File: config.mk
export PLATFORM = sky130hd
export DESIGN_NAME = cps_clock_sleep_ctrl
export DESIGN_NICKNAME = d
export VERILOG_FILES = /design/src/hw/cps_pkg.sv /design/src/hw/cps_clock_sleep_ctrl.sv /design/src/hw/cps_divider.sv /design/src/hw/cps_wake_timer.sv
export VERILOG_INCLUDE_DIRS = /design/src /design/src/hw
export SDC_FILE = /design/constraint.sdc
export NUM_CORES = 1
export LEC_CHECK = 0
export BUFFER_PORTS_ARGS = -buffer_cell sky130_fd_sc_hd__buf_4
export CORE_MARGIN = 3
export CORE_UTILIZATION = 45
export DETAILED_ROUTE_END_ITERATION = 10
export PLACE_DENSITY = 0.76
export SLEW_MARGIN = 10
export SYNTH_ARGS = -nofsm -noshare
export SYNTH_HDL_FRONTEND = slang
export SYNTH_SLANG_ARGS = --single-unit
File: constraint.sdc
create_clock -name core_clk -period 3.93 [get_ports core_clk]
set_clock_uncertainty 0.2 [all_clocks]
set_input_delay 0.1965 -clock core_clk [delete_from_list [all_inputs] [get_ports core_clk]]
set_output_delay 0.1965 -clock core_clk [all_outputs]
set_load 0.01 [all_outputs]
File: src/hw/cps_cfg.svh
`ifndef CPS_CFG_SVH
`define CPS_CFG_SVH

// Register byte addresses on the APB bus
`define CPS_ADDR_PRESCALE   12'h000
`define CPS_ADDR_LOWPOWER   12'h004
`define CPS_ADDR_STATUS     12'h008

// Prescale control fields
`define CPS_UNLOCK_BIT      7
`define CPS_UNLOCK_KEY      8'h80
`define CPS_UNLOCK_CYCLES   3'h4
`define CPS_DIV_RST_FUSED   4'h3
`define CPS_DIV_RST_PLAIN   4'h0
`define CPS_DIV_MAX         4'h8

// Sleep kind codes
`define CPS_MODE_IDLE       3'h0
`define CPS_MODE_ADCNR      3'h1
`define CPS_MODE_PDOWN      3'h2
`define CPS_MODE_PSAVE      3'h3
`define CPS_MODE_STANDBY    3'h6

// Clock source fuse codes that restart quickly
`define CPS_SRC_EXT         4'h0
`define CPS_SRC_RC          4'h2
`define CPS_SRC_LF          4'h3

// Wake timing in core_clk cycles
`define CPS_RC_START_CYCLES 16'h0006
`define CPS_STANDBY_CYCLES  16'h0006
`define CPS_HOLD_LAST       3'h3

`endif

File: src/hw/cps_pkg.sv
`default_nettype none

package cps_pkg;

	// Sleep controller sequence
	typedef enum logic [1:0] {st_active, st_sleep, st_restart, st_hold} cps_state_e;

	// APB request from the master
	typedef struct packed {
		logic        psel;
		logic        penable;
		logic        pwrite;
		logic [11:0] paddr;
		logic [31:0] pwdata;
	} cps_apb_req_s;

	// APB answer to the master
	typedef struct packed {
		logic        pready;
		logic        pslverr;
		logic [31:0] prdata;
	} cps_apb_rsp_s;

	// Clock domain and oscillator enables
	typedef struct packed {
		logic cpu;
		logic flash;
		logic io;
		logic adc;
		logic asy;
		logic main_osc;
		logic timer_osc;
		logic t2_sync;
	} cps_gates_s;

	// Wake and reset requests from peripherals and pins
	typedef struct packed {
		logic sys_reset;
		logic adc_done;
		logic wdt_irq;
		logic twi_match;
		logic t2_ovf;
		logic t2_cmp;
		logic spm_ready;
		logic ext_level;
		logic pin_change;
		logic ext_edge;
		logic other_io;
	} cps_wake_s;

endpackage : cps_pkg

`default_nettype wire

File: src/hw/cps_clock_sleep_ctrl.sv
`include "cps_cfg.svh"
`default_nettype none

// Contract
// (RQ1) Unlock sets only on clean key write
// (RQ2) Unlock clears after four cycles or divide write
// (RQ3) Rewriting unlock neither restarts nor clears it
// (RQ4) Divide code changes only while unlocked
// (RQ5) Codes 0 to 8 divide by two-power
// (RQ6) Reset divide code follows divide-by-eight fuse
// (RQ7) Any divide code accepted regardless of fuse
// (RQ8) One divided enable slows every synchronous domain
// (RQ9) Sleep only when instruction and permit bit
// (RQ10) Sleep kind codes select five modes
// (RQ11) Hold core four cycles after start-up
// (RQ12) Reset during sleep restarts from reset vector
// (RQ13) Sleep never alters register file or RAM
// (RQ14) Upper low-power bits read as zero
// (RQ15) Idle stops only processor and flash clocks
// (RQ16) ADC noise mode also stops I/O clock
// (RQ17) ADC noise mode wakes on listed sources only
// (RQ18) Power-down stops oscillator and generated clocks
// (RQ19) Power-down wakes on listed asynchronous sources only
// (RQ20) Power-down restart delay set by source fuses
// (RQ21) Power-save timer two wakes when enabled
// (RQ22) Power-save stops unused timer two clock
// (RQ23) Standby keeps oscillator, resumes after six cycles
// (RQ24) Divide change is glitch-free at period boundary
// (RQ25) Reserved sleep kind behaves as idle
module cps_clock_sleep_ctrl #(
	parameter logic [15:0] WAKE_XTAL_CYCLES = 16'h4000 // Crystal restart delay
) (
	input  wire logic                  core_clk,             // 100 MHz source clock
	input  wire logic                  sys_rst,              // Synchronous reset, high
	input  wire cps_pkg::cps_apb_req_s apb_req,              // APB request
	output cps_pkg::cps_apb_rsp_s      apb_rsp,              // APB answer
	input  wire logic                  sleep_instr,          // Core executes sleep
	input  wire logic                  divide_by_eight_fuse, // Fuse, static
	input  wire logic [3:0]            clock_source_fuses,   // Fuses, static
	input  wire logic                  timer2_async,         // Timer two on own oscillator
	input  wire logic [1:0]            timer_two_irq_mask,   // Compare, overflow enables
	input  wire logic                  global_irq_enable,    // Core flag
	input  wire cps_pkg::cps_wake_s    wake_in,              // Asynchronous wake sources
	output logic                       sys_tick,             // Divided clock enable
	output cps_pkg::cps_gates_s        gates,                // Domain enables
	output logic                       core_halt,            // Core held
	output logic                       resume_irq,           // Run handler, then resume
	output logic                       restart_vector        // Start at reset vector
);

	logic [3:0]          divsel;
	logic                unlock;
	logic [2:0]          unlock_cnt;
	logic [2:0]          sleep_kind;
	logic                permit;
	cps_pkg::cps_state_e st;
	cps_pkg::cps_state_e next_st;
	logic [2:0]          mode;
	logic [2:0]          next_mode;
	logic [2:0]          hold_cnt;
	logic [2:0]          next_hold;
	logic                vec;
	logic                next_vec;
	cps_pkg::cps_wake_s  wake_meta;
	cps_pkg::cps_wake_s  wake_sync;
	logic                timer_done;

	// Reserved kinds fall back to idle so no odd gating pattern occurs
	function automatic logic [2:0] eff_mode(input logic [2:0] k);
		logic ok;
		ok = (k == `CPS_MODE_IDLE) || (k == `CPS_MODE_ADCNR) || (k == `CPS_MODE_PDOWN) ||
		     (k == `CPS_MODE_PSAVE) || (k == `CPS_MODE_STANDBY); // [RQ10]
		eff_mode = ok ? k : `CPS_MODE_IDLE; // [RQ25]
	endfunction : eff_mode

	// Wake sources each mode listens to
	function automatic logic wake_ok(input logic [2:0] m, input cps_pkg::cps_wake_s w, input logic t2);
		logic base;
		base = w.wdt_irq | w.twi_match | w.ext_level | w.pin_change;
		unique case (m)
			`CPS_MODE_IDLE:    wake_ok = base | w.adc_done | t2 | w.spm_ready | w.ext_edge | w.other_io;
			`CPS_MODE_ADCNR:   wake_ok = base | w.adc_done | t2 | w.spm_ready; // [RQ17]
			`CPS_MODE_PDOWN:   wake_ok = base; // [RQ19]
			`CPS_MODE_PSAVE:   wake_ok = base | t2; // [RQ21]
			`CPS_MODE_STANDBY: wake_ok = base;
			default:           wake_ok = 1'b0;
		endcase
	endfunction : wake_ok

	// Restart delay before the hold; zero in idle and ADC noise mode
	function automatic logic [15:0] restart_len(input logic [2:0] m, input logic [3:0] f,
	                                            input logic [15:0] xtal);
		logic fast;
		fast = (f == `CPS_SRC_EXT) || (f == `CPS_SRC_RC) || (f == `CPS_SRC_LF);
		unique case (m)
			`CPS_MODE_PDOWN,
			`CPS_MODE_PSAVE:   restart_len = fast ? `CPS_RC_START_CYCLES : xtal; // [RQ20]
			`CPS_MODE_STANDBY: restart_len = `CPS_STANDBY_CYCLES; // [RQ23]
			default:           restart_len = 16'h0000;
		endcase
	endfunction : restart_len

	// Enables for a state and mode
	function automatic cps_pkg::cps_gates_s gates_for(input cps_pkg::cps_state_e s, input logic [2:0] m,
	                                                  input logic t2a);
		cps_pkg::cps_gates_s g;
		g = '1;
		g.timer_osc = t2a;
		if (s == cps_pkg::st_hold) begin
			g.cpu   = 1'b0;
			g.flash = 1'b0;
		end else if (s != cps_pkg::st_active) begin
			g = '0;
			unique case (m)
				`CPS_MODE_IDLE: begin
					g = '1; // [RQ15]
					g.cpu       = 1'b0;
					g.flash     = 1'b0;
					g.timer_osc = t2a;
				end
				`CPS_MODE_ADCNR: begin
					g.adc       = 1'b1; // [RQ16]
					g.asy       = 1'b1;
					g.main_osc  = 1'b1;
					g.timer_osc = t2a;
				end
				`CPS_MODE_PDOWN: g = '0; // [RQ18]
				`CPS_MODE_PSAVE: begin
					g.asy       = t2a; // [RQ22]
					g.timer_osc = t2a;
					g.main_osc  = ~t2a;
					g.t2_sync   = ~t2a;
				end
				`CPS_MODE_STANDBY: g.main_osc = 1'b1; // [RQ23]
				default: g = '0;
			endcase
			if (s == cps_pkg::st_restart) begin
				g.main_osc = 1'b1;
			end
		end
		gates_for = g;
	endfunction : gates_for

	// Bus decode; a write lands on the edge where pready is sampled high
	wire logic [11:0] addr      = apb_req.paddr;
	wire logic        acc_first = apb_req.psel & apb_req.penable & ~apb_rsp.pready;
	wire logic        acc_done  = apb_req.psel & apb_req.penable & apb_rsp.pready;
	wire logic        hit_pre   = (addr == `CPS_ADDR_PRESCALE);
	wire logic        hit_lp    = (addr == `CPS_ADDR_LOWPOWER);
	wire logic        hit_st    = (addr == `CPS_ADDR_STATUS);
	wire logic        mapped    = hit_pre | hit_lp | hit_st;
	wire logic        wr_pre    = acc_done & apb_req.pwrite & hit_pre;
	wire logic        wr_lp     = acc_done & apb_req.pwrite & hit_lp;
	wire logic [7:0]  wd        = apb_req.pwdata[7:0];
	wire logic        key       = (wd == `CPS_UNLOCK_KEY);
	wire logic [1:0]  st_idx    = 2'(st);
	wire logic [7:0]  rd_pre    = {unlock, 3'h0, divsel};
	wire logic [7:0]  rd_lp     = {4'h0, sleep_kind, permit}; // [RQ14]
	wire logic [7:0]  rd_st     = {1'b0, sys_tick, core_halt, mode, st_idx};
	wire logic [7:0]  rd_byte   = hit_pre ? rd_pre : (hit_lp ? rd_lp : (hit_st ? rd_st : 8'h00));

	// Answer registered: one wait state per access
	always_ff @(posedge core_clk) begin
		if (sys_rst) begin
			apb_rsp <= '0;
		end else begin
			apb_rsp.pready <= acc_first;
			if (acc_first) begin
				apb_rsp.prdata  <= {24'h000000, rd_byte};
				apb_rsp.pslverr <= ~mapped;
			end
		end
	end

	// Unlock sequencing
	wire logic set_unlock = wr_pre & ~unlock & key; // [RQ1]
	wire logic write_div  = wr_pre & unlock & ~wd[`CPS_UNLOCK_BIT]; // [RQ4]
	wire logic expire     = unlock & (unlock_cnt == 3'h1);

	// A key rewrite while open falls through to the countdown untouched
	always_ff @(posedge core_clk) begin
		if (sys_rst) begin
			unlock     <= 1'b0;
			unlock_cnt <= 3'h0;
			divsel     <= divide_by_eight_fuse ? `CPS_DIV_RST_FUSED : `CPS_DIV_RST_PLAIN; // [RQ6]
		end else if (set_unlock) begin
			unlock     <= 1'b1;
			unlock_cnt <= `CPS_UNLOCK_CYCLES;
		end else if (write_div) begin
			divsel     <= wd[3:0]; // [RQ7]
			unlock     <= 1'b0; // [RQ2]
			unlock_cnt <= 3'h0;
		end else if (unlock) begin
			unlock_cnt <= unlock_cnt - 3'h1; // [RQ3]
			if (expire) begin
				unlock <= 1'b0; // [RQ2]
			end
		end
	end

	// Low-power control
	always_ff @(posedge core_clk) begin
		if (sys_rst) begin
			sleep_kind <= `CPS_MODE_IDLE;
			permit     <= 1'b0;
		end else if (wr_lp) begin
			sleep_kind <= wd[3:1];
			permit     <= wd[0];
		end
	end

	// Wake pins come from stopped or foreign clocks
	always_ff @(posedge core_clk) begin
		if (sys_rst) begin
			wake_meta <= '0;
			wake_sync <= '0;
		end else begin
			wake_meta <= wake_in;
			wake_sync <= wake_meta;
		end
	end

	// Divided enable shared by every synchronous domain
	cps_divider u_divider (
		.core_clk (core_clk),
		.sys_rst  (sys_rst),
		.divsel   (divsel),
		.tick     (sys_tick) // [RQ8]
	);

	// Wake qualification
	wire logic        t2_irq      = global_irq_enable & ((wake_sync.t2_ovf & timer_two_irq_mask[0]) |
	                                                     (wake_sync.t2_cmp & timer_two_irq_mask[1])); // [RQ21]
	wire logic        wake_hit    = wake_ok(mode, wake_sync, t2_irq);
	wire logic [15:0] rlen        = restart_len(mode, clock_source_fuses, WAKE_XTAL_CYCLES);
	wire logic        in_sleep    = (st == cps_pkg::st_sleep);
	wire logic        leave_sleep = in_sleep & (wake_sync.sys_reset | wake_hit); // [RQ12]
	wire logic        timer_start = leave_sleep & (rlen != 16'h0000);

	cps_wake_timer u_wake_timer (
		.core_clk (core_clk),
		.sys_rst  (sys_rst),
		.start    (timer_start),
		.length   (rlen),
		.done     (timer_done)
	);

	// Sleep sequence
	always_comb begin
		next_st   = st;
		next_mode = mode;
		next_vec  = vec;
		next_hold = `CPS_HOLD_LAST;
		unique case (st)
			cps_pkg::st_active: begin
				if (sleep_instr & permit) begin
					next_st   = cps_pkg::st_sleep; // [RQ9]
					next_mode = eff_mode(sleep_kind);
					next_vec  = 1'b0;
				end
			end
			cps_pkg::st_sleep: begin
				if (leave_sleep) begin
					next_vec = wake_sync.sys_reset; // [RQ12]
					next_st  = (rlen == 16'h0000) ? cps_pkg::st_hold : cps_pkg::st_restart;
				end
			end
			cps_pkg::st_restart: begin
				next_vec = vec | wake_sync.sys_reset;
				if (timer_done) begin
					next_st = cps_pkg::st_hold;
				end
			end
			cps_pkg::st_hold: begin
				next_vec = vec | wake_sync.sys_reset;
				if (hold_cnt == 3'h0) begin
					next_st = cps_pkg::st_active;
				end else begin
					next_hold = hold_cnt - 3'h1; // [RQ11]
				end
			end
		endcase
	end

	wire logic hold_end = (st == cps_pkg::st_hold) & (hold_cnt == 3'h0);

	// Memories keep contents: only enables drop, nothing is cleared
	always_ff @(posedge core_clk) begin
		if (sys_rst) begin
			st             <= cps_pkg::st_active;
			mode           <= `CPS_MODE_IDLE;
			hold_cnt       <= `CPS_HOLD_LAST;
			vec            <= 1'b0;
			core_halt      <= 1'b0;
			resume_irq     <= 1'b0;
			restart_vector <= 1'b0;
			gates          <= '1;
		end else begin
			st             <= next_st;
			mode           <= next_mode;
			hold_cnt       <= next_hold;
			vec            <= next_vec;
			core_halt      <= (next_st != cps_pkg::st_active);
			resume_irq     <= hold_end & ~next_vec; // [RQ11]
			restart_vector <= hold_end & next_vec; // [RQ12]
			gates          <= gates_for(next_st, next_mode, timer2_async); // [RQ13]
		end
	end
endmodule : cps_clock_sleep_ctrl

`default_nettype wire

File: src/hw/cps_divider.sv
`include "cps_cfg.svh"
`default_nettype none

module cps_divider (
	input  wire logic       core_clk, // Undivided source clock
	input  wire logic       sys_rst,  // Synchronous reset
	input  wire logic [3:0] divsel,   // Requested divide code
	output logic            tick      // System clock enable
);

	logic [7:0] cnt;
	logic [3:0] cur;

	// Terminal count for a code; reserved codes clamp to the slowest rate
	function automatic logic [7:0] last_count(input logic [3:0] sel);
		logic [3:0] s;
		s = (sel > `CPS_DIV_MAX) ? `CPS_DIV_MAX : sel;
		last_count = 8'((9'h001 << s) - 9'h001); // [RQ5]
	endfunction : last_count

	wire logic wrap = (cnt == last_count(cur));

	// New code only taken at a period boundary, so no short period appears
	always_ff @(posedge core_clk) begin
		if (sys_rst) begin
			cnt  <= 8'h00;
			cur  <= 4'h0;
			tick <= 1'b0;
		end else begin
			tick <= wrap;
			if (wrap) begin
				cnt <= 8'h00;
				cur <= divsel; // [RQ24]
			end else begin
				cnt <= cnt + 8'h01;
			end
		end
	end

endmodule : cps_divider

`default_nettype wire

File: src/hw/cps_wake_timer.sv
`default_nettype none

module cps_wake_timer (
	input  wire logic        core_clk, // Undivided source clock
	input  wire logic        sys_rst,  // Synchronous reset
	input  wire logic        start,    // Load a new delay
	input  wire logic [15:0] length,   // Delay in cycles, nonzero
	output logic             done      // High in the last delay cycle
);

	logic [15:0] cnt;

	assign done = (cnt == 16'h0001);

	// Counts down to zero and then rests
	always_ff @(posedge core_clk) begin
		if (sys_rst) begin
			cnt <= 16'h0000;
		end else if (start) begin
			cnt <= length;
		end else if (cnt != 16'h0000) begin
			cnt <= cnt - 16'h0001;
		end
	end

endmodule : cps_wake_timer

`default_nettype wire

Word level (Yosys, flattened, before mapping)
Cells that the tools add are included.

Register bits after elaboration: 93. Input bits: 70. Logic and storage cells: 198.

$add $sub $neg: 5. Magnitude comparators: 1. Equality and inequality tests: 25. Shift-type cells: 1. Muxes and demuxes: 42. Bitwise logic cells: 42. Reductions and logical operators: 32.

Operators with widths (count): 16-bit 2-to-1 mux (2); 16-bit nonzero test (2); 15-bit case mux with 2 select lines (1); 1-bit bitwise AND (20); 3-bit 2-to-1 mux (6); 16-bit by 1-bit equality test with 1-bit output (second input constant) (1); 16-bit logical NOT (1); 4-bit 2-to-1 mux (4); 8-bit 2-to-1 mux (2); 16-bit by 1-bit subtractor with 16-bit output (second input constant) (1); 3-bit by 2-bit equality test with 1-bit output (second input constant) (5); 15-bit 2-to-1 mux (1); 3-bit OR reduction (5); 2-bit 2-to-1 mux (7); 7-bit 2-to-1 mux (2); 1-bit OR (14); 12-bit by 3-bit equality test with 1-bit output (second input constant) (1); 12-bit by 4-bit equality test with 1-bit output (second input constant) (1); 3-bit by 1-bit equality test with 1-bit output (second input constant) (4); 12-bit logical NOT (1); 3-bit logical NOT (4); 1-bit 2-to-1 mux (11); 2-bit OR reduction (5); 3-bit equality test (second input constant) (3); 23 further kinds (44).

Logic depth before layout (Yosys ltp)
Gate-level depths: netlist (run 1).

Depth after elaboration: 17. Mapped depth: 9. Gate-level depth less buffers: 8.

Modules after synthesis
From an unflattened synthesis (run 1), not the netlist that was laid out.

Cell total of the unflattened synthesis: 516. Area, all modules: 4574.4 um^2.

By module, submodules not included: cps_clock_sleep_ctrl (instances 1, cells each 308, area each 2819.0 um^2, sequential area each 1301.2 um^2); cps_wake_timer (instances 1, cells each 115, area each 945.9 um^2, sequential area each 320.3 um^2); cps_divider (instances 1, cells each 93, area each 809.5 um^2, sequential area each 260.2 um^2).

Worst setup path before layout (run 1)
No wires, ideal clock.

Path type: register -> register. Start: reg u_divider.cur[1]. End: reg u_divider.cnt[2]. Library setup time: 135 ps. Arrival: 2413 ps. Required time: 3595 ps. Path slack: 1182 ps. Cell stages (with the launch flop): 9. Clock period less this slack: 2748 ps. Cells stage by stage: dfxtp_1 > clkbuf_1 > or4_1 > ha_1 > or3_1 > a21o_1 > o211a_1 > o31ai_2 > nor2_1.

Word-level cells in the longest chain between the ends: 6.

Ends and longest elaborated chain: start: declaration (line cps_divider.sv:12) `logic [3:0] cur;`; start signal: assignment (line cps_divider.sv:33) `cur <= divsel;`; 4-bit greater-than comparator (no line); 4-bit 2-to-1 mux * (line cps_divider.sv:17) `` s = (sel > `CPS_DIV_MAX) ? `CPS_DIV_MAX : sel; ``; 1-bit by 4-bit left shift with 8-bit output * (line cps_divider.sv:18) `last_count = 8'((9'h001 << s) - 9'h001);`; 8-bit by 1-bit subtractor with 8-bit output * (line cps_divider.sv:18); 8-bit equality test * (line cps_divider.sv:21) `wire logic wrap = (cnt == last_count(cur));`; 2-bit OR reduction (no line) *; end signal: assignment (line cps_divider.sv:35) `cnt <= cnt + 8'h01;`; end: declaration (line cps_divider.sv:11) `logic [7:0] cnt;`.

Every way passes the cells marked *; elsewhere a longest branch is shown, timed or not. A chain may end at the register's enable or synchronous reset.

Worst setup path after layout (run 1)
Start: reg u_divider.cur[2]. End: reg u_divider.cnt[6].

Same word-level chain as after synthesis.

==> summary.md, run 1 <==
| Metric | Value |
|---|---|
| Fin. max-slew vios | `0` |
| Mapped cell area | `4330 µm²` |
| Slew at the pin closest to its max-slew limit | `905 ps` |
| Most common cell after layout, fill and taps aside | `dfxtp_1` |
| Pleak | `approximately 2.1 nW` |
| Initial antenna violation count | `0` |
| Most common flop cell mapped by yosys | `dfxtp_1` |
| Overall routed net length | `just over 9000 µm` |
| CP arrival | `3010 ps` |
| Die area | `10800 µm²` |
| Nature of the critical path startpoint | `register` |
| Pwr dens | `539 nW/µm²` |
| Critical path type | `reg2reg` |
| Cell Rows | `35` |
| Fin crit share | `75.6%` |
| Fillcell total | `830` |
| CTS Buf Count | `9` |
| Multi-input logic area | `2200 µm²` |
| DRC viols | `0` |
| #FFs+latches synth | `92` |
| Post-synth ARST share | `0%` |
| Area Overhead vs Synth | `21.3%` |
| RePlAce Congestion | `0.832` |
| Final instance area | `5250 µm²` |
| Met3 GRT Util | `under 10%` |
| H-tree depth | `3` |
| Boundary Pins | `roughly 120` |
| Pre-Repair DR Iteration Count | `5` |
| First-pass GRT wire length | `~16000 µm` |
| Final nets | `634` |
| Share of cells above drive strength 1 | `a little under a fifth` |
| Sequential fraction of the synthesis area | `43.5%` |
| Final HPWL DP | `6820 µm` |
| Clock Pin Slew Worst Setup and Hold Paths | `100 ps` |
| Type of the tightest min-delay check | `in2reg` |
| Post-CTS Setup Inserts | `0` |
| Root buf cell | `clkbuf_8` |
| Max-Cap Viols | `0` |
| Mean Syn Cell Area | `slightly above 9 µm²` |
| CP required | `roughly 4000 ps` |
| Synth Instances | `477` |
| Ranking of synthesized cells by area | `dfxtp_1, nor2_1, buf_4, nor2b_1, xor2_1` |
| Post-synthesis cell type count | `70` |
| Largest net degree at the start of global routing | `between 60 and 70` |
| Hold-fix buffers, CTS | `22` |
| Peak VDD IR | `~250 µV` |
| Final worst path period need | `2970 ps` |
| PostCTS Resize Cnt | `0` |
| Initial DRC Count | `~250` |
| Avg Vias per Cell | `5.17` |
| ANT cells | `0` |
| CTS max path bufs | `2` |
| GRT overflow | `0` |
| F_max | `about 340 MHz` |
| Crit end category | `register` |
| Number of global-route vias before repair | `3390` |
| CTS tree | `built` |
| Remaining antenna violation count after routing | `0` |
| Die Ht | `roughly 100 µm` |
| CTS Sinks | `92` |
| Total GRT Usage | `about 17%` |
| Share of the synthesized area in the top cell type | `40.7%` |
| Final setup violation count | `0` |
| RSZ-0062 raised after global routing | `no` |
| Sequential cell area | `1880 µm²` |
| Critical-path maximum fanout | `11` |
| Core Area | `roughly 9300 µm²` |
| Yosys warnings | `0` |
| Setup_tns | `0 ps` |
| GRT Max-Usage Layer | `met2` |
| Wirelength per Cell | `13.4 µm` |
| Area leader, netlist | `dfxtp_1` |
| Post-synth EDFFs | `4` |
| Met2 Use GR | `29.0%` |
| Relative slew margins | `38.8%` |
| Cell Area, Placed | `between 4000 and 5000 µm²` |
| Clk_lat worst skew | `370 ps` |
| Initial core utilization | `46.6%` |
| Grt met1 use | `23.3%` |
| Die span in x | `approximately 100 µm` |
| Hold Fails Final Rpt | `0` |
| Status | `finished, final reports clean` |
| Commonest cells after routing, fill and taps aside | `dfxtp_1, buf_4, nor2_1` |
| DR vias | `3569` |
| Input/output buffers | `67` |
==> cell usage after synthesis (all sizes together) (5+ instances only) <==
cell,n
nand2,20
o21ai,19
a21oi,20
o31ai,7
o211ai,10
nor3,12
clkbuf,14
xnor2,5
dfxtp,88
nor2b,29
nand3,13
a21o,5
a211oi,7
buf,30
nor4,6
or4,7
inv,16
xor2,17
mux2i,7
ha,8
nand4,13
nor2,54
==> per-stage QoR <==
stage	instances	hold WS (ps)	utilization (%)	total power, mW	worst slack, ps
finish	690	5.07	56.5	2.83	961
global route	690	50.0	56.5	3.03	708
CTS	690	0.0913	56.5	2.84	965
detailed placement	652	173	51.8	2.18	967
global placement	652	167	51.8	2.14	1040
floorplan	500	125	-	2.00	1180
==> cell families after synthesis <==
group                      count (synthesis)  share of synthesized area [%]
AOI/OAI and AO/OA                        100                           16.4
buffers and inverters                     60                           7.57
and+or+nand+nor                          183                           23.0
other                                      1                         0.0866
xor gates and xnor gates                  22                           4.45
DFF                                       92                           43.5
adders and majority gates                  8                           2.31
muxes                                     11                           2.66
==> per-layer routing <==
metal / share of wire [%] / wire (µm)
met4: 0.96 / 89
met3: 3.5 / 320
met1: 46 / 4260
met5: 0 / 0
met2: 50 / 4590
==> final timing paths <==
kind	from	endpoint	slack, ps	cells after the start
worst min register to register	hold_cnt[0]$_SDFF_PP1_	hold_cnt[0]$_SDFF_PP1_	190	1
worst min-delay path	clock_source_fuses[3]	u_wake_timer.cnt[14]$_SDFFE_PP0P_	5	3
worst max register to register	u_divider.cur[2]$_SDFFE_PP0P_	u_divider.cnt[6]$_SDFF_PP0_	960	7
worst max-delay path	u_divider.cur[2]$_SDFFE_PP0P_	u_divider.cnt[6]$_SDFF_PP0_	960	7
==> sequential cells by signal (all words and copies together), names as in the netlist <==
| register | count |
|---|---|
| u_divider.cur | 4 |
| unlock | 1 |
| restart_vector | 1 |
| u_divider.tick | 1 |
| wake_sync | 11 |
| sleep_kind | 3 |
| divsel | 4 |
| vec | 1 |
| resume_irq | 1 |
| u_wake_timer.cnt | 16 |
| gates | 7 |
| permit | 1 |
| wake_meta | 11 |
| mode | 3 |
| unlock_cnt | 3 |
| st | 2 |
| core_halt | 1 |
| hold_cnt | 3 |
| u_divider.cnt | 8 |
| apb_rsp | 10 |
==> layout make-up <==
cell class	count	share of cell area, %
clock buffer	9	2.36
clock inverter	7	1.79
multi-input combinational	348	42.0
sequential	92	35.9
tap	129	3.08
inverter	16	1.14
timing repair buffer	89	13.8
==> report_power, final <==
part / total, mW / internal (mW) / leakage (nW) / switching, mW
registers: 1.16 / 1.05 / 0.758 / 0.117
clock network: 0.648 / 0.259 / 0.107 / 0.389
logic: 1.02 / 0.429 / 1.25 / 0.592
total: 2.83 / 1.73 / 2.11 / 1.10
==> critical path: stages, from the launching register on <==
cell	delay (ps)
dfxtp_1	430
or4_1	540
ha_1	290
xor2_1	180
o21ai_0	220
o221ai_1	290
o31ai_2	580
nor2_1	100
Power figures use the tool's default switching activity.
==> inputs of run 2 (changes only) <==
--- a/config.mk
+++ b/config.mk
@@ -10,7 +10,7 @@
 export CORE_MARGIN = 3
 export CORE_UTILIZATION = 45
 export DETAILED_ROUTE_END_ITERATION = 10
-export PLACE_DENSITY = 0.76
+export PLACE_DENSITY = 0.79
 export SLEW_MARGIN = 10
 export SYNTH_ARGS = -nofsm -noshare
 export SYNTH_HDL_FRONTEND = slang
==> constraint.sdc (replaced) <==
create_clock -name core_clk -period 2.5 [get_ports core_clk]
set_clock_uncertainty 0.2 [all_clocks]
set_input_delay 0.125 -clock core_clk [delete_from_list [all_inputs] [get_ports core_clk]]
set_output_delay 0.125 -clock core_clk [all_outputs]
set_load 0.01 [all_outputs]
==> run 2 against run 1 <==
The flow now finishes with violations (setup timing). Final area increased by 8.9%. Clock-buffer cell count did not move. Flip-flop and latch count did not move. Global-route usage is 1.8 points higher. Worst hold slack better by 61 ps. Via count up 7.4%. Sequential power is 55% higher. Power increased by 76%. Final cell count increased by 5.9%. Combinational power is 110% higher. First-iteration DRC count up 4.5%. Utilization increased by 5.0 points.
==> summary.md, run 2 (synthesis results as in run 1) <==
| Metric | Value |
|---|---|
| RePlAce Congestion | `0.838 (was 0.832)` |
| Boundary Pins | `116 (unchanged)` |
| CP arrival | `2670 ps (was 3010 ps)` |
| Final setup violation count | `4 (was 0)` |
| DR vias | `3833 (was 3569)` |
| Final nets | `675 (was 634)` |
| Number of global-route vias before repair | `3822 (was 3390)` |
| CTS Buf Count | `9 (unchanged)` |
| Dpl cells | `675 (was 652)` |
| CTS max path bufs | `2 (unchanged)` |
| R2r setup slk | `-80 ps (was 960 ps)` |
| ANT cells | `0 (unchanged)` |
| Logic pwr share | `43.4% (was 36.1%)` |
| Commonest cells after routing, fill and taps aside | `buf_4, dfxtp_1, nor2_1 (was dfxtp_1, buf_4, nor2_1)` |
| Final setup margin | `-79.4 ps (was 961 ps)` |
| Die Ht | `104 µm (unchanged)` |
| Flop pwr share | `36.1% (was 41.1%)` |
| Clock Pin Slew Worst Setup and Hold Paths | `100 ps (about the same)` |
| Critical-path maximum fanout | `4 (was 11)` |
| Final instance area | `5720 µm² (was 5250 µm²)` |
| Register bank with the most flops | `u_wake_timer.cnt (unchanged)` |
| Hold endpoint | `apb_rsp[33]$_SDFF_PP0_ (was u_wake_timer.cnt[14]$_SDFFE_PP0P_)` |
| Avg Vias per Cell | `5.24 (was 5.17)` |
| Overall routed net length | `10500 µm (was 9260 µm)` |
| R2R Path Start | `u_divider.cur[0]$_SDFFE_PP0P_ (was u_divider.cur[2]$_SDFFE_PP0P_)` |
| Input/output buffers | `67 (unchanged)` |
| Total GRT Usage | `19.2% (was 17.4%)` |
| Status | `finished with violations (was finished, final reports clean)` |
| Hold WS | `65.7 ps (was 5.07 ps)` |
| Nature of the critical path startpoint | `register (unchanged)` |
| Clk_lat worst skew | `380 ps (was 370 ps)` |
| Final HPWL DP | `7210 µm (was 6820 µm)` |
| H-tree depth | `3 (unchanged)` |
| Initial DRC Count | `256 (was 245)` |
| First-pass GRT wire length | `17300 µm (was 15800 µm)` |
| Die area | `10800 µm² (unchanged)` |
| Hold Startpoint | `apb_req[45] (was clock_source_fuses[3])` |
| Initial antenna violation count | `0 (unchanged)` |
| Psw | `1.96 mW (was 1.10 mW)` |
| Remaining antenna violation count after routing | `0 (unchanged)` |
| Max-Cap Viols | `0 (unchanged)` |
| CTS Sinks | `92 (unchanged)` |
| Hold Fails Final Rpt | `0 (unchanged)` |
| Worst hold stages | `4 (was 3)` |
| Setup_tns | `-85.5 ps (was 0 ps)` |
| Grt met1 use | `23.2% (was 23.3%)` |
| Cell Area, Placed | `5020 µm² (was 4810 µm²)` |
| Cell Rows | `35 (unchanged)` |
| Slew at the pin closest to its max-slew limit | `708 ps (was 905 ps)` |
| Crit end category | `register (unchanged)` |
| GRT overflow | `0 (unchanged)` |
| Wirelength per Cell | `14.3 µm (was 13.4 µm)` |
| Pleak | `2.32 nW (was 2.11 nW)` |
| Initial core utilization | `46.6% (unchanged)` |
| FF-to-FF End | `u_divider.cur[1]$_SDFFE_PP0P_ (was u_divider.cnt[6]$_SDFF_PP0_)` |
| Clock power share | `20.5% (was 22.9%)` |
| Area Overhead vs Synth | `32.1% (was 21.3%)` |
| Peak VDD IR | `484 µV (was 251 µV)` |
| Failing checks | `setup timing` |
| Core Area | `9280 µm² (unchanged)` |
| Post-Layout Cell Count | `731 (was 690)` |
| Critical path type | `reg2reg (unchanged)` |
| Fin crit share | `103% (was 75.6%)` |
| CP required | `2590 ps (was 3970 ps)` |
| CTS tree | `built (unchanged)` |
| Largest net degree at the start of global routing | `40 (was 62)` |
| Root buf cell | `clkbuf_8 (unchanged)` |
| Relative slew margins | `52.6% (was 38.8%)` |
| GRT Max-Usage Layer | `met2 (unchanged)` |
| Most common cell after layout, fill and taps aside | `buf_4 (was dfxtp_1)` |
| Fin. max-slew vios | `0 (unchanged)` |
| RSZ-0062 raised after global routing | `yes (was no)` |
| DRC viols | `0 (unchanged)` |
| Pwr dens | `873 nW/µm² (was 539 nW/µm²)` |
| Final worst path period need | `2580 ps (was 2970 ps)` |
| Share of cells above drive strength 1 | `23.8% (was 18.5%)` |
| Overall Power | `4.99 mW (was 2.83 mW)` |
| Pre-Repair DR Iteration Count | `4 (was 5)` |
| Pint | `3.03 mW (was 1.73 mW)` |
| Max FFs per register | `16 (unchanged)` |
| Met2 Use GR | `33.0% (was 29.0%)` |
| Die span in x | `104 µm (unchanged)` |
| R2R depth | `8 (was 7)` |
| Biggest registers after layout | `u_wake_timer.cnt: 16 flops, wake_meta: 11 flops, wake_sync: 11 flops (unchanged)` |
| Met3 GRT Util | `3.85% (was 3.04%)` |
| F_max | `388 MHz (was 337 MHz)` |
| Switching Share | `39.3% (was 38.8%)` |
| Type of the tightest min-delay check | `in2reg (unchanged)` |
[run 2: cell count changes in the layout (fill, tap and decap cells not counted), moves of 2 or more]
cell / change
o31ai_1: -2
or4_1: -2
a21oi_1: -2
dlygate4sd3_1: +15
buf_4: +25
or4_4: +2
a21oi_2: +2
[run 2: what timing repair did]
action	in CTS	in global routing
setup endpoints to repair	10	21
endpoints found under the hold margin	43	0
pin swaps	2	10
setup buffers	3	0
gates resized for setup	3	12
hold buffers	37	0
[run 2: metal layers]
metal / vias up / wire, µm
met4: 0 / 334
met5: - / 0
met1: 1808 / 4410
met3: 23 / 437
met2: 115 / 5280
li1: 1887 / -
[run 2: worst max-delay path: stages (launching register included)]
cell,delay [ps]
dfxtp_1,320
or4_4,550
ha_4,200
or3_4,330
a21o_1,210
buf_4,130
o211ai_1,180
nand4_1,180
a21oi_1,190
[run 2: worst max-delay path by stage]
| stage | start | endpoint | slack [ps] | cells past startpoint |
|---|---|---|---|---|
| final | u_divider.cur[0]$_SDFFE_PP0P_ | u_divider.cur[1]$_SDFFE_PP0P_ | -80 | 8 |
| after detailed placement | u_divider.cur[0]$_SDFFE_PP0P_ | u_divider.cnt[1]$_SDFF_PP0_ | -100 | 7 |
| after global routing | u_divider.cur[0]$_SDFFE_PP0P_ | u_divider.cur[1]$_SDFFE_PP0P_ | -170 | 8 |
| after CTS | u_divider.cur[0]$_SDFFE_PP0P_ | u_divider.cnt[7]$_SDFF_PP0_ | 3 | 8 |
| after global placement | u_divider.cur[0]$_SDFFE_PP0P_ | u_divider.cnt[5]$_SDFF_PP0_ | -30 | 7 |
| after floorplan | u_divider.cur[0]$_SDFFE_PP0P_ | u_divider.cnt[0]$_SDFF_PP0_ | 7 | 7 |
[run 2: metrics by stage]
stage                     setup WS [ps]  utilization, %
after floorplan                    7.14               -
after global placement            -33.1            54.1
after detailed placement          -98.6            54.1
after CTS                          3.19            60.8
after global routing               -166            61.6
final                             -79.4            61.6
[run 2: power by group through the flow]
stage	sequential (mW)	clock, mW	combinational, mW
final	1.80	1.02	2.17
after global routing	1.82	1.10	2.36
after CTS	1.79	1.04	1.94
after detailed placement	1.82	0	1.84
after global placement	1.81	0	1.78
after floorplan	1.80	0	1.46
[run 2: final cells by class]
| class | count | area [µm²] |
|---|---|---|
| multi-input cells | 348 | 2330 |
| fillers | 764 | 3570 |
| clock inverters | 7 | 91.3 |
| clock buffers | 9 | 124 |
| repair buffers | 130 | 1070 |
| inverters | 16 | 60.1 |
| flip-flops and latches | 92 | 1880 |
| well taps | 129 | 161 |
